**config.mk**
```make
export PLATFORM = sky130hd
export DESIGN_NAME = ppb_top
export DESIGN_NICKNAME = d
export VERILOG_FILES = /design/src/ppb_pkg.sv /design/src/ppb_top.sv
export SDC_FILE = /design/constraint.sdc
export NUM_CORES = 1
export LEC_CHECK = 0
export ABC_CLOCK_PERIOD_IN_PS = 3370
export BUFFER_PORTS_ARGS = -buffer_cell sky130_fd_sc_hd__buf_2
export CORE_UTILIZATION = 30
export DETAILED_ROUTE_END_ITERATION = 6
export PLACE_DENSITY = 0.47
export SYNTH_ARGS = -nofsm -noshare
export SYNTH_HDL_FRONTEND = slang
export SYNTH_SLANG_ARGS = --single-unit
```
**constraint.sdc**
```tcl
create_clock -name core_clk_i -period 3.37 [get_ports core_clk_i]
set_input_delay 0.674 -clock core_clk_i [delete_from_list [all_inputs] [get_ports core_clk_i]]
set_output_delay 0.674 -clock core_clk_i [all_outputs]
set_load 0.02 [all_outputs]
```
**src/ppb_pkg.sv**
```systemverilog
// package for the page protection bit access block
package ppb_pkg;
    // ************************************************************
    // geometry
    // ************************************************************
    localparam int unsigned PAGE_BYTES  = 32;
    localparam int unsigned PAGE_COUNT  = 256;
    localparam int unsigned ADDR_W      = 13;
    localparam int unsigned PAGE_W      = 8;
    localparam int unsigned OFFS_W      = 5;
    // ************************************************************
    // select byte and control byte codes
    // ************************************************************
    localparam logic [3:0] SELECT_ID        = 4'hA;
    localparam logic [1:0] PROTECT_QUERY    = 2'h0;
    localparam logic [1:0] PROTECT_SET      = 2'h1;
    localparam logic [1:0] PROTECT_CLEAR    = 2'h3;
    localparam logic       PROT_RESET_VALUE = 1'b1;
    // ************************************************************
    // timing: 25 MHz core clock
    // ************************************************************
    localparam int unsigned CLK_HZ          = 25000000;
    localparam int unsigned PROG_TIME_US    = 4000;
    localparam int unsigned PROG_CYCLES     = PROG_TIME_US * (CLK_HZ / 1000000);
    localparam int unsigned PROG_CNT_W      = 17;

    // bus pin group, sda is open drain: oe low means pulled low
    typedef struct packed {
        logic scl;
        logic sda;
    } ppb_bus_type;

    // one normal-write data request towards the array
    typedef struct packed {
        logic               valid;
        logic [ADDR_W-1:0]  addr;
        logic [7:0]         data;
    } ppb_write_type;
endpackage

```
**src/ppb_top.sv**
```systemverilog
// protection bit path of a two-wire serial eeprom: set, clear, read of page bits
// How it works
// - change bit only after reference matched
// - page data untouched by bit change
// - acknowledge each matching reference byte
// - stop after last byte starts programming
// - program only if all 256 bits matched
// - address counter left at page top
// - bit programming finishes within 4 ms
// - protection bit returned in byte msb
// - bit one allows writes, zero blocks
// - master ack gives next page, nack ends
// - page counter wraps after last page
// - control decoded from two low bits
// - no select ack while programming
// - writes to protected page suppressed
module ppb_top
    import ppb_pkg::*;
(
    input  wire logic                     core_clk_i,
    input  wire logic                     rst_b_i,
    input  wire ppb_pkg::ppb_bus_type     bus_i,
    input  wire logic [2:0]               chip_sel_i,
    input  wire logic [7:0]               page_data_i,
    input  wire ppb_pkg::ppb_write_type   write_req_i,
    output logic                          sda_o,
    output logic                          sda_oe_b_o,
    output logic [ppb_pkg::ADDR_W-1:0]    array_addr_o,
    output logic                          array_write_o,
    output logic [7:0]                    array_data_o,
    output logic                          busy_o
);
    import ppb_pkg::*;

    // ************************************************************
    // pin synchronisers and edge finding
    // ************************************************************
    logic [1:0] scl_sync;
    logic [1:0] sda_sync;
    logic       scl_q;
    logic       sda_q;
    logic [2:0] chip_sel_meta;
    logic [2:0] chip_sel_s;
    always_ff @(posedge core_clk_i) begin
        chip_sel_meta <= chip_sel_i;
        chip_sel_s    <= chip_sel_meta;
        scl_sync <= {scl_sync[0], bus_i.scl};
        sda_sync <= {sda_sync[0], bus_i.sda};
        scl_q    <= scl_sync[1];
        sda_q    <= sda_sync[1];
    end
    wire scl_rise   = scl_sync[1] & ~scl_q;
    wire scl_fall   = ~scl_sync[1] & scl_q;
    wire start_seen = scl_sync[1] & scl_q & sda_q & ~sda_sync[1];
    wire stop_seen  = scl_sync[1] & scl_q & ~sda_q & sda_sync[1];

    // ************************************************************
    // protocol state
    // ************************************************************
    typedef enum logic [3:0] {
        ST_IDLE, ST_SELECT, ST_ADDR_HI, ST_ADDR_LO, ST_CONTROL,
        ST_REFERENCE, ST_QUERY_ACK, ST_READ_OUT, ST_READ_ACK, ST_READ_NEXT, ST_IGNORE
    } ppb_state_type;

    ppb_state_type      state;
    logic [3:0]         bit_cnt;
    logic [7:0]         shift;
    logic               ack_phase;
    logic               addressed;
    logic               second_select;
    logic [ADDR_W-1:0]  addr_cnt;
    logic [1:0]         ctrl_op;
    logic               all_match;
    logic               ref_done;
    logic [PAGE_COUNT-1:0] prot_bits;
    logic [PROG_CNT_W-1:0] prog_cnt;
    logic               prog_set;
    logic [PAGE_W-1:0]  prog_page;

    wire [PAGE_W-1:0] cur_page  = addr_cnt[ADDR_W-1 -: PAGE_W];
    wire [OFFS_W-1:0] cur_offs  = addr_cnt[OFFS_W-1:0];
    wire [PAGE_W-1:0] next_page = cur_page + 8'h01;
    // the eighth bit is still on the pin when the byte completes
    wire [7:0]        rx_byte   = {shift[6:0], sda_sync[1]};
    wire              byte_in   = scl_rise && bit_cnt == 4'h7;
    wire              sel_match = rx_byte[7:4] == SELECT_ID && rx_byte[3:1] == chip_sel_s;
    wire              sel_write = ~rx_byte[0];
    wire              byte_ok   = {shift[6:0], sda_sync[1]} == page_data_i;
    wire              programming = prog_cnt != '0;
    wire [1:0]        ctrl_code = {shift[0], sda_sync[1]};
    wire              prot_of_wr = prot_bits[write_req_i.addr[ADDR_W-1 -: PAGE_W]];

    // ************************************************************
    // byte shifting and acknowledge cycle on the bus
    // ************************************************************
    always_ff @(posedge core_clk_i) begin
        if (!rst_b_i || start_seen || stop_seen) begin
            bit_cnt   <= 4'h0;
            ack_phase <= 1'b0;
        end else if (scl_rise && !ack_phase) begin
            shift   <= {shift[6:0], sda_sync[1]};
            bit_cnt <= bit_cnt + 4'h1;
        end else if (scl_fall && bit_cnt == 4'h8 && !ack_phase) begin
            ack_phase <= 1'b1;
        end else if (scl_fall && ack_phase) begin
            ack_phase <= 1'b0;
            bit_cnt   <= 4'h0;
        end
    end

    // ************************************************************
    // sequence control
    // ************************************************************
    always_ff @(posedge core_clk_i) begin
        if (!rst_b_i) begin
            state         <= ST_IDLE;
            addr_cnt      <= '0;
            ctrl_op       <= PROTECT_QUERY;
            addressed     <= 1'b0;
            second_select <= 1'b0;
            all_match     <= 1'b0;
            ref_done      <= 1'b0;
            sda_oe_b_o    <= 1'b1;
            sda_o         <= 1'b0;
            prog_cnt      <= '0;
            prog_set      <= 1'b0;
            prog_page     <= '0;
            prot_bits     <= {PAGE_COUNT{PROT_RESET_VALUE}};
            busy_o        <= 1'b0;
        end else begin
            busy_o <= programming;
            if (programming) begin
                prog_cnt <= prog_cnt - 1'b1;
                if (prog_cnt == PROG_CNT_W'(1)) begin
                    prot_bits[prog_page] <= ~prog_set;
                end
            end
            if (start_seen) begin
                second_select <= addressed;
                addressed     <= 1'b0;
                state         <= ST_SELECT;
                sda_oe_b_o    <= 1'b1;
            end else if (stop_seen) begin
                if (state == ST_REFERENCE && ref_done && all_match && !programming) begin
                    prog_cnt  <= PROG_CNT_W'(PROG_CYCLES);
                    prog_set  <= ctrl_op == PROTECT_SET;
                    prog_page <= cur_page;
                    addr_cnt  <= {cur_page, {OFFS_W{1'b1}}};
                end
                state      <= ST_IDLE;
                addressed  <= 1'b0;
                sda_oe_b_o <= 1'b1;
            end else if (scl_fall && ack_phase) begin
                if (state == ST_QUERY_ACK || state == ST_READ_NEXT) begin
                    // first data bit goes out as the ack clock ends
                    sda_oe_b_o <= prot_bits[cur_page];
                    sda_o      <= 1'b0;
                    state      <= ST_READ_OUT;
                end else begin
                    sda_oe_b_o <= 1'b1;
                end
            end else if (byte_in && !ack_phase) begin
                unique case (state)
                    ST_SELECT: begin
                        // a refused select is not acknowledged, the rest is ignored until START
                        if (sel_match && sel_write && !programming) begin
                            state <= second_select ? ST_CONTROL : ST_ADDR_HI;
                        end else begin
                            state <= ST_IGNORE;
                        end
                    end
                    ST_ADDR_HI: begin
                        addr_cnt[ADDR_W-1:8] <= {shift[3:0], sda_sync[1]};
                        state      <= ST_ADDR_LO;
                    end
                    ST_ADDR_LO: begin
                        addr_cnt[7:0] <= {shift[6:0], sda_sync[1]};
                        addressed     <= 1'b1;
                        state         <= ST_IDLE;
                    end
                    ST_CONTROL: begin
                        ctrl_op   <= ctrl_code;
                        all_match <= 1'b1;
                        ref_done  <= 1'b0;
                        addr_cnt[OFFS_W-1:0] <= '0;
                        state <= (ctrl_code == PROTECT_QUERY) ? ST_QUERY_ACK
                               : (ctrl_code[0] ? ST_REFERENCE : ST_IGNORE);
                    end
                    ST_REFERENCE: begin
                        if (byte_ok && all_match && !ref_done) begin
                            if (cur_offs == {OFFS_W{1'b1}}) begin
                                ref_done <= 1'b1;
                            end else begin
                                addr_cnt[OFFS_W-1:0] <= cur_offs + 1'b1;
                            end
                        end else begin
                            all_match <= 1'b0;
                        end
                    end
                    default: begin
                        state <= state;
                    end
                endcase
            end else if (scl_fall && bit_cnt == 4'h8) begin
                // acknowledge slot: drive low only for accepted bytes; in a read the master answers
                if (state == ST_READ_OUT) begin
                    state <= ST_READ_ACK;
                end
                if ((state == ST_ADDR_LO || state == ST_IDLE && addressed) ||
                    (state == ST_ADDR_HI) || (state == ST_CONTROL) ||
                    (state == ST_REFERENCE && all_match) ||
                    (state == ST_QUERY_ACK)) begin
                    sda_o      <= 1'b0;
                    sda_oe_b_o <= 1'b0;
                end
            end else if (state == ST_READ_ACK && scl_rise) begin
                if (sda_sync[1]) begin
                    state <= ST_IGNORE;
                end else begin
                    addr_cnt <= {next_page, {OFFS_W{1'b0}}};
                    state    <= ST_READ_NEXT;
                end
            end
            if (state == ST_READ_OUT && scl_fall && !ack_phase) begin
                // msb carries the bit, the other seven are released high
                sda_oe_b_o <= 1'b1;
            end
        end
    end

    // ************************************************************
    // normal write gate towards the array
    // ************************************************************
    always_ff @(posedge core_clk_i) begin
        if (!rst_b_i) begin
            array_write_o <= 1'b0;
            array_addr_o  <= '0;
            array_data_o  <= 8'h00;
        end else begin
            array_write_o <= write_req_i.valid && prot_of_wr;
            array_addr_o  <= write_req_i.valid ? write_req_i.addr : addr_cnt;
            array_data_o  <= write_req_i.data;
        end
    end
endmodule

```
; ---- Yosys cells after proc, flatten, opt, wreduce, memory -nomap -nowiden
; Index checks and enable logic that the tools add are counted.
[word_totals]
ff_bits = 354
output_inout_bits = 25
word_cells = 212
[classes]
add_sub_neg = 4
n_lt_le_gt_ge = 4
eq_ne = 39
mux = 55
bitwise = 18
reduce_logical = 63
[op_table]
columns = op, n
row1 = $bwmux W256, 1
row2 = $mux W13, 7
row3 = $mux W17, 4
row4 = $mux W4, 12
row5 = $lt A8 B9 Y1 const B, 3
row6 = $logic_and A1 B1 Y1, 21
row7 = $reduce_and A7 Y1, 3
row8 = $eq A4 B3 Y1 const B, 5
row9 = $mux W5, 4
row10 = $eq A17 B1 Y1 const B, 1
row11 = $mux W1, 17
row12 = $reduce_bool A17 Y1, 1
row13 = $sub A17 B1 Y17 const B, 1
row14 = $bmux W1 S8, 2
row15 = $eq A4 B4 Y1 const B, 4
row16 = $pmux W4 S4, 1
row17 = $pmux W5 S3, 1
row18 = $ne A2 B2 Y1 const B, 7
row19 = $reduce_and A6 Y1, 2
row20 = $reduce_bool A2 Y1, 6
row21 = $not A1 Y1, 11
row22 = $ne A2 B1 Y1 const B, 5
row23 = $reduce_and A3 Y1, 3
row24 = $reduce_and A9 Y1, 1
row25 = 35 further kinds, 60

; ---- Longest topological paths before layout
; Gate-level depths: netlist of run 1.
[depth]
ltp_word = 11
mapped_depth = 11
depth_no_buf = 9

; ---- Worst setup path before layout of run 1
; No wires, ideal clock.
[synth_path]
path_kind = input port to flip-flop
startpoint = in write_req_i[13] (netlist name)
endpoint = reg array_write_o
setup_ns = 0.119
arrival_time_ns = 2.846
required_time_ns = 3.251
slack_ns = 0.405
path_stages = 8
path_buffers = 3
cell_sequence = buf_2 buf_2 buf_2 mux4_2 mux4_2 o21ai_0 a21oi_1 o2bb2ai_1
[synth_between]
elab_chain_len = 3
[synth_lines]
columns = item, line
row1 = from (decl), ppb_top.sv:25  ; input wire ppb_pkg::ppb_write_type write_req_i,
row2 = $bmux W1 S8, ppb_top.sv:91  ; wire prot_of_wr = prot_bits[write_req_i.addr[ADDR_W-1 -: PAGE_W]];
row3 = $mux W1 (implied by the code), ppb_top.sv:91
row4 = $logic_and A1 B1 Y1, ppb_top.sv:240  ; array_write_o <= write_req_i.valid && prot_of_wr;
row5 = to (signal assigned), ppb_top.sv:240
row6 = to (decl), ppb_top.sv:29  ; output logic array_write_o,
; No other way between the ends. The select of a mux whose other input is x is not followed.
; A chain may end at the register's enable or synchronous reset.

; ---- Worst setup path after layout of run 1
[layout_path]
startpoint = reg prog_cnt[11]
endpoint = reg prot_bits[167]
[layout_between]
elab_chain_len = 2
elab_cells_between_ends = 3
cone_classes = eq/ne (1) / reduce/logical (2)
[layout_lines]
columns = item, line
row1 = from (decl), ppb_top.sv:76  ; logic [PROG_CNT_W-1:0] prog_cnt;
row2 = from (signal assigned), ppb_top.sv:133  ; prog_cnt <= prog_cnt - 1'b1;
row3 = from (signal assigned), ppb_top.sv:145  ; prog_cnt <= PROG_CNT_W'(PROG_CYCLES);
row4 = $eq A17 B1 Y1 or $reduce_bool A17 Y1 (tied branches), "ppb_top.sv:134, ppb_top.sv:89"
row5 = $reduce_and A2 Y1 (no line) *, n/a
row6 = to (signal assigned), ppb_top.sv:128  ; prot_bits <= {PAGE_COUNT{PROT_RESET_VALUE}};
row7 = "to (signal, indexed assignment)", ppb_top.sv:135  ; prot_bits[prog_page] <= ~prog_set;
row8 = to (decl), ppb_top.sv:75  ; logic [PAGE_COUNT-1:0] prot_bits;
; Every way passes the cells marked *; elsewhere a longest branch is shown, timed or not.

==> impl_summary.txt, run 1 <==
----------------------------------------------------
[Critical path]
  Ordered cell list for the critical path ... or4_4 > nand4bb_4 > or3_1 > nor3b_2 > nand2_1 > nor2_1 > mux2i_1
  Endpoint kind of the worst setup timing path ... flop
  Crit-path leading delay family ... simple AND/OR/NAND/NOR gates
  Maximum fanout count along the critical path ... 16
  Kind of critical path ... reg -> reg
  Worst endpoint data arrival time ... 3.54 ns
  WP data required ... a little under 4 ns
  Element type at the critical path start ... flop
  CP Buf/Inv Count ... 0
  CP max stage cell ... sky130_fd_sc_hd__or4_4
  CP max stage delay ... 0.57 ns

[Die]
  Effective utilization at floorplan ... 0.303
  Top-level port count ... between 60 and 70
  Die width ... approximately 250 microns
  Row cnt ... 91
  Die Footprint ... 63100 sq um
  Die Height ... 251 microns
  Area inside the core boundary ... 61600 sq um

[Global routing]
  GRT Residual Overflow ... 0
  Total routing resource utilization after global routing ... 0.196
  Antenna violations before repair ... 2
  First-pass GRT wire length ... 95400 microns
  Number of global-route vias before repair ... roughly 15000
  Pin count of the biggest net entering global routing ... 122

[Placed design]
  Total placed cells including tap cells ... between 2000 and 3000
  Port Buffer Count ... 60
  Sum of net half-perimeters after detailed placement ... between 40000 and 50000 microns
  Routability Congestion ... approximately 0.9
  Placement Setup Slack ... 0.264 ns
  Area after DPL ... 20000 sq um

[Clock network]
  CTS tree ... yes
  Worst-skew pair later-pin latency ... 0.59 ns
  Clock sink count ... 353
  Hold-fix buffer count after cts ... 0
  Number of gates given a new drive strength after cts ... 0
  Clock Path Buffers ... 3
  H-tree level count ... 2
  Number of buffers inserted during clock tree synthesis ... 44
  Clock slew at the register clock pins of the worst setup and hold paths ... 0.06 ns
  Clk root buf ... sky130_fd_sc_hd__clkbuf_16
  Post CTS Setup Buffer Count ... 0

[Pwr]
  Share of power burned in registers ... 0.417
  Combinational fraction of design power ... 0.132
  Leakage power of the design ... 7.00 nW
  Clock network fraction of total power ... 0.451
  Worst IR drop on VDD ... 0.000327 V
  Sw Pwr ... around 0.0029 W
  Cell-internal power ... 0.00770 W
  Net switching fraction of the power ... 0.276
  Power density over the cells ... 496 nW/um^2

[Finish]
  Most frequent standard cell in the layout excluding fill and tap cells ... sky130_fd_sc_hd__dfxtp_1
  Layout cells sized above 1 ... 0.197
  Antenna Diode Count ... 0
  Most used cells in the layout excluding fill and tap cells ... sky130_fd_sc_hd__dfxtp_1, sky130_fd_sc_hd__o21ai_0, sky130_fd_sc_hd__o311ai_0, sky130_fd_sc_hd__mux4_2, sky130_fd_sc_hd__nor2_1
  Design Area, Final ... 21400 sq um
  Final-stage net count ... between 1500 and 2000
  Area growth from synthesis to layout ... 14.9%
  Final core area utilization ... 0.348
  Number of standard cells in the final layout excluding fillers ... 2781
  Number of fill cells in the layout ... 6228

[Drt]
  Number of optimization iterations in the first detailed-route pass ... 7
  Iteration-0 DRC Markers ... approximately 1400
  Drt drc ... 0
  Total wirelength of the detailed-routed design ... 62500 microns
  Via count of the routed design ... 15900
  Vias per std cell ... 5.72
  Avg WL per Cell ... 22.5 microns
  Number of nets with antenna violations after routing ... 0

[Yosys]
  Number of synthesized flops with an enable pin ... 7
  Share of the yosys chip area belonging to registers ... 0.383
  Most frequently used flop master after synthesis ... sky130_fd_sc_hd__dfxtp_1
  Fraction of registers with async set or reset after synthesis ... 0
  Number of distinct library cell variants in the gate-level netlist after synthesis ... 70
  Register bit count reported by yosys ... 353
  Number of standard cells after synthesis ... between 1500 and 2000
  Number of warning messages in the yosys log ... 0
  Mean post-synth cell area ... 9.67 sq um
  Synthesized netlist net count ... 1972
  Post-synthesis instance area ... 18600 sq um

[STA]
  Time the final worst path needs with I/O delays and setup ... 3.05 ns
  Transition time of the tightest slew-check pin ... 1.17 ns
  FMAX ... 328 MHz
  Final max-slew violation count ... 0
  Post-route clock skew ... 0.0173 ns
  Max_slew headroom ... 0.223
  Final WS setup ... ~0.32 ns
  Hold Vio Cnt, Final ... 0
  Setup Viol. Count Final ... 0
  Post-route fraction of the period consumed by the critical path ... 0.904
  Summed negative setup slack over all endpoints ... 0 ns
  Setup repair after global routing missed its margin ... no

[Hold path]
  Class of the worst hold path ... in -> reg

[Outcome]
  Outcome ... completed

[Flow run]
  MaxCap Viol Count ... 0

----------------------------------------------------
-- cell type report --
type | count | area (sq um) | share of cell area
Multi-Input combinational cell | 1352 | 10600 | 0.496
Sequential cell | 353 | 7150 | 0.334
Clock buffer | 65 | 1320 | 0.0617
Timing Repair Buffer | 150 | 1100 | 0.0513
Tap cell | 837 | 1050 | 0.0489
Clock inverter | 15 | 139 | 0.00648
Inverter | 9 | 33.8 | 0.00158
-- sequential cells by signal (all words and copies together), names as in the netlist, 2 cells and up --
name	flops
chip_sel_meta	3
array_addr_o	13
scl_sync	2
state	4
prot_bits	256
sda_sync	2
prog_cnt	17
addr_cnt	13
prog_page	8
array_data_o	8
ctrl_op	2
chip_sel_s	3
shift	7
bit_cnt	4
-- synth_stat cells, drive strengths merged (10+ instances only) --
cell type / count / share of area
mux2i: 87 / 0.047
and2: 13 / 0.0044
nor2: 129 / 0.026
a211oi: 10 / 0.0040
nor3: 33 / 0.0089
nor2b: 61 / 0.020
or3: 14 / 0.0052
nand3b: 13 / 0.0052
mux4: 130 / 0.16
a21oi: 113 / 0.030
xnor2: 18 / 0.0085
xor2: 11 / 0.0052
o22ai: 14 / 0.0047
clkbuf: 168 / 0.034
dfxtp: 346 / 0.37
o21ai: 246 / 0.066
nand2: 85 / 0.017
and3: 69 / 0.023
o311ai: 152 / 0.072
nand3: 27 / 0.0073
buf: 46 / 0.011
-- per-layer routing --
metal,track usage,up-vias,routed length (microns)
met5,0,-,26
met4,0.0498,4,1310
met3,0.0379,90,4130
met2,0.313,532,28900
met1,0.270,7908,28100
li1,-,7363,-
-- per-stage QoR --
step	power, W	hold slack (ns)
floorplan	0.00558	0.310
global placement	0.00589	0.317
detailed placement	0.00592	0.315
CTS	0.0108	0.162
global route	0.0111	0.171
finish	0.0106	0.197
-- kinds of logic (layout without fill, tap and decap cells) --
logic type | count (synthesis) | after routing | synth area share
AOI/OAI and AO/OA | 593 | 593 | 0.202
and+or+nand+nor | 502 | 502 | 0.143
DFF | 353 | 353 | 0.383
other | 1 | 1 | 0.000201
muxes | 220 | 220 | 0.206
adders and majority gates | 7 | 7 | 0.00470
xor gates and xnor gates | 29 | 29 | 0.0136
buffers and inverters | 223 | 239 | 0.0472
-- path summary, 6_finish.rpt --
kind | to | slack [ns] | start | depth (start not counted)
worst min register to register | chip_sel_s[2]$_DFF_P_ | 0.33 | chip_sel_meta[2]$_DFF_P_ | 0
worst min-delay path | chip_sel_meta[2]$_DFF_P_ | 0.20 | chip_sel_i[2] | 1
worst max register to register | prot_bits[167]$_SDFFE_PN1P_ | 0.32 | prog_cnt[11]$_SDFF_PN0_ | 7
worst max-delay path | prot_bits[167]$_SDFFE_PN1P_ | 0.32 | prog_cnt[11]$_SDFF_PN0_ | 7
-- power by group through the flow --
stage / clock network [W] / registers (W) / logic, W
2_1_floorplan: 0 / 0.00451 / 0.00107
3_3_place_gp: 0 / 0.00451 / 0.00138
3_5_place_dp: 0 / 0.00452 / 0.00141
4_1_cts: 0.00491 / 0.00443 / 0.00141
5_1_grt: 0.00508 / 0.00445 / 0.00154
6_report: 0.00479 / 0.00443 / 0.00141
(Power assumes the default switching activity.)
==> run 2: changes to the inputs <==
- ABC_CLOCK_PERIOD_IN_PS: 3370 -> 2800
- PLACE_DENSITY: 0.47 -> 0.49
- clock period: 3.37 -> 2.8 ns (I/O delays scaled with it)
==> run 2 against run 1 <==
  * The run now ends with setup timing left
  * Register-to-register slack worse by 0.36 ns
  * Die area unchanged
  * Setup slack worse by 0.36 ns
  * Cell count up 2.0%
  * Clock skew up 0.012 ns
  * Via count up 2.3%
  * Utilization up 1.4 points
  * Critical endpoint is now prot_bits[128]$_SDFFE_PN1P_
==> impl_summary.txt, run 2 (synthesis gave the netlist of run 1 again) <==
----------------------------------------------------
[Finish]
  Most frequent standard cell in the layout excluding fill and tap cells ... sky130_fd_sc_hd__dfxtp_1
  Final-stage net count ... 2012
  Area growth from synthesis to layout ... 19.5%
  Biggest registers after layout ... prot_bits (256), prog_cnt (17)
  Most used cells in the layout excluding fill and tap cells ... sky130_fd_sc_hd__dfxtp_1, sky130_fd_sc_hd__o21ai_0, sky130_fd_sc_hd__o311ai_0, sky130_fd_sc_hd__mux4_2, sky130_fd_sc_hd__nor2_1
  Final core area utilization ... 0.362
  Antenna Diode Count ... 0
  Register with the highest flop count ... prot_bits
  Layout cells sized above 1 ... 0.226
  Design Area, Final ... 22300 sq um
  Number of fill cells in the layout ... 6163
  Max reg flops ... 256

[Pwr]
  Combinational fraction of design power ... 0.164
  Net switching fraction of the power ... 0.281
  Leakage power of the design ... 7.40 nW
  Cell-internal power ... 0.00942 W
  Sw Pwr ... 0.00368 W
  Worst IR drop on VDD ... between 0.0003 and 0.0004 V
  Clock network fraction of total power ... 0.430
  Power density over the cells ... a little under 600 nW/um^2
  Share of power burned in registers ... 0.406

[STA]
  Max_slew headroom ... 0.490
  Hold Vio Cnt, Final ... 0
  Post-route clock skew ... 0.0294 ns
  Final WS setup ... -0.0403 ns
  Time the final worst path needs with I/O delays and setup ... 2.84 ns
  Setup repair after global routing missed its margin ... yes
  Post-route fraction of the period consumed by the critical path ... 1.01
  Transition time of the tightest slew-check pin ... 0.764 ns
  Final max-slew violation count ... 0
  FMAX ... roughly 350 MHz
  Setup Viol. Count Final ... 9

[Critical path]
  Crit-path leading delay family ... simple AND/OR/NAND/NOR gates
  Worst endpoint data arrival time ... roughly 3.3 ns
  Library cell appearing most often on the critical path ... sky130_fd_sc_hd__or3_4
  CP max stage cell ... sky130_fd_sc_hd__or4_4
  Kind of critical path ... reg -> reg
  CP max stage delay ... ~0.53 ns
  Maximum fanout count along the critical path ... 8
  Endpoint kind of the worst setup timing path ... flop
  Ordered cell list for the critical path ... or4_4 > nand4bb_4 > or3_4 > or3_4 > buf_6 > nor2b_4 > buf_12 > clkbuf_16 > and3_1 > o21ai_0
  CP Buf/Inv Count ... 3
  FF-to-FF path depth ... 10
  Element type at the critical path start ... flop
  Critical path depth in cells ... 10
  WP data required ... roughly 3.2 ns

[Placed design]
  Sum of net half-perimeters after detailed placement ... approximately 42000 microns
  Port Buffer Count ... 60
  Placement Setup Slack ... -0.125 ns
  Routability Congestion ... 0.900
  Area after DPL ... 20600 sq um

[Drt]
  Avg WL per Cell ... 22.5 microns
  Total wirelength of the detailed-routed design ... ~64000 microns
  Iteration-0 DRC Markers ... 1302
  Number of optimization iterations in the first detailed-route pass ... 5
  Number of nets with antenna violations after routing ... 0
  Drt drc ... 0
  Vias per std cell ... between 5 and 6
  Via count of the routed design ... 16300

[Outcome]
  Violated checks ... setup timing
  Outcome ... finished with violations

[Global routing]
  First-pass GRT wire length ... 95700 microns
  Antenna violations before repair ... 2
  GRT Residual Overflow ... 0
  Number of global-route vias before repair ... roughly 15000
  Total routing resource utilization after global routing ... 0.196
  Pin count of the biggest net entering global routing ... about 140

[Die]
  Top-level port count ... 62
  Row cnt ... 91
  Die width ... ~250 microns
  Die Height ... 251 microns
  Effective utilization at floorplan ... 0.303
  Die Footprint ... 63100 sq um
  Area inside the core boundary ... 61600 sq um

[Clock network]
  Clock Path Buffers ... 3
  H-tree level count ... 2
  Number of buffers inserted during clock tree synthesis ... 43
  CTS tree ... yes
  Worst-skew pair later-pin latency ... 0.59 ns
  Clock slew at the register clock pins of the worst setup and hold paths ... ~0.060 ns
  Clock sink count ... 353
  Hold-fix buffer count after cts ... 0
  Clk root buf ... sky130_fd_sc_hd__clkbuf_16

[Hold path]
  Hold depth ... 1
  Class of the worst hold path ... in -> reg

[Flow run]
  MaxCap Viol Count ... 0

----------------------------------------------------
-- run 2: routing by layer --
layer | global-route usage | vias to the layer above | share of wire
li1 | - | 7477 | -
met1 | 0.266 | 8115 | 0.44
met2 | 0.318 | 550 | 0.47
met3 | 0.0302 | 116 | 0.062
met4 | 0.0645 | 2 | 0.028
met5 | 0 | - | 0.00020
-- run 2: per-stage QoR --
stage                     hold slack (ns)  total power, W  setup TNS [ns]  instances
after floorplan                     0.310         0.00671               0       1928
after detailed placement            0.315         0.00730           -1.90       2749
after CTS                          0.0511          0.0132               0       2830
after global placement              0.318         0.00725          -0.589       2749
final                              0.0798          0.0131          -0.123       2837
after global routing               0.0569          0.0136           -3.77       2837
-- run 2: power groups by stage --
stage                     clock, W  sequential, W  combinational [W]
after CTS                  0.00578        0.00532            0.00206
after detailed placement         0        0.00543            0.00187
final                      0.00563        0.00532            0.00214
after global routing       0.00599        0.00534            0.00231
after global placement           0        0.00542            0.00184
after floorplan                  0        0.00543            0.00128
-- run 2: area by class of cell --
type                       instances  area (sq um)  area share
timing repair buffer             207          1880      0.0843
multi-input combinational       1354         10700       0.482
sequential                       353          7150       0.321
inverter                           9          33.8     0.00152
tap                              837          1050      0.0470
clock buffer                      65          1330      0.0597
clock inverter                    12           109     0.00489
-- run 2: what timing repair did --
action | 4_1_cts | 5_1_grt
pin swaps | 2 | 7
cloned | 3 | 4
setup buffers | 1 | 3
setup endpoints to repair | 81 | 179
gates resized for setup | 9 | 44
-- run 2: final timing paths --
| kind | startpoint | endpoint | slack (ns) |
|---|---|---|---|
| setup / recovery | prog_cnt[11]$_SDFF_PN0_ | prot_bits[128]$_SDFFE_PN1P_ | -0.04 |
| hold / removal | chip_sel_i[2] | chip_sel_meta[2]$_DFF_P_ | 0.08 |
| setup reg to reg | prog_cnt[11]$_SDFF_PN0_ | prot_bits[128]$_SDFFE_PN1P_ | -0.04 |
| hold reg to reg | chip_sel_meta[0]$_DFF_P_ | chip_sel_s[0]$_DFF_P_ | 0.33 |
-- run 2: worst register-to-register path: cells and delay by family (launching register included) --
| kind | cells | cell delay, ns |
|---|---|---|
| AND/OR/NAND/NOR | 6 | 1.83 |
| flip-flops | 1 | 0.31 |
| buffers and inverters | 3 | 0.45 |
| AO/OA/AOI/OAI | 1 | 0.10 |
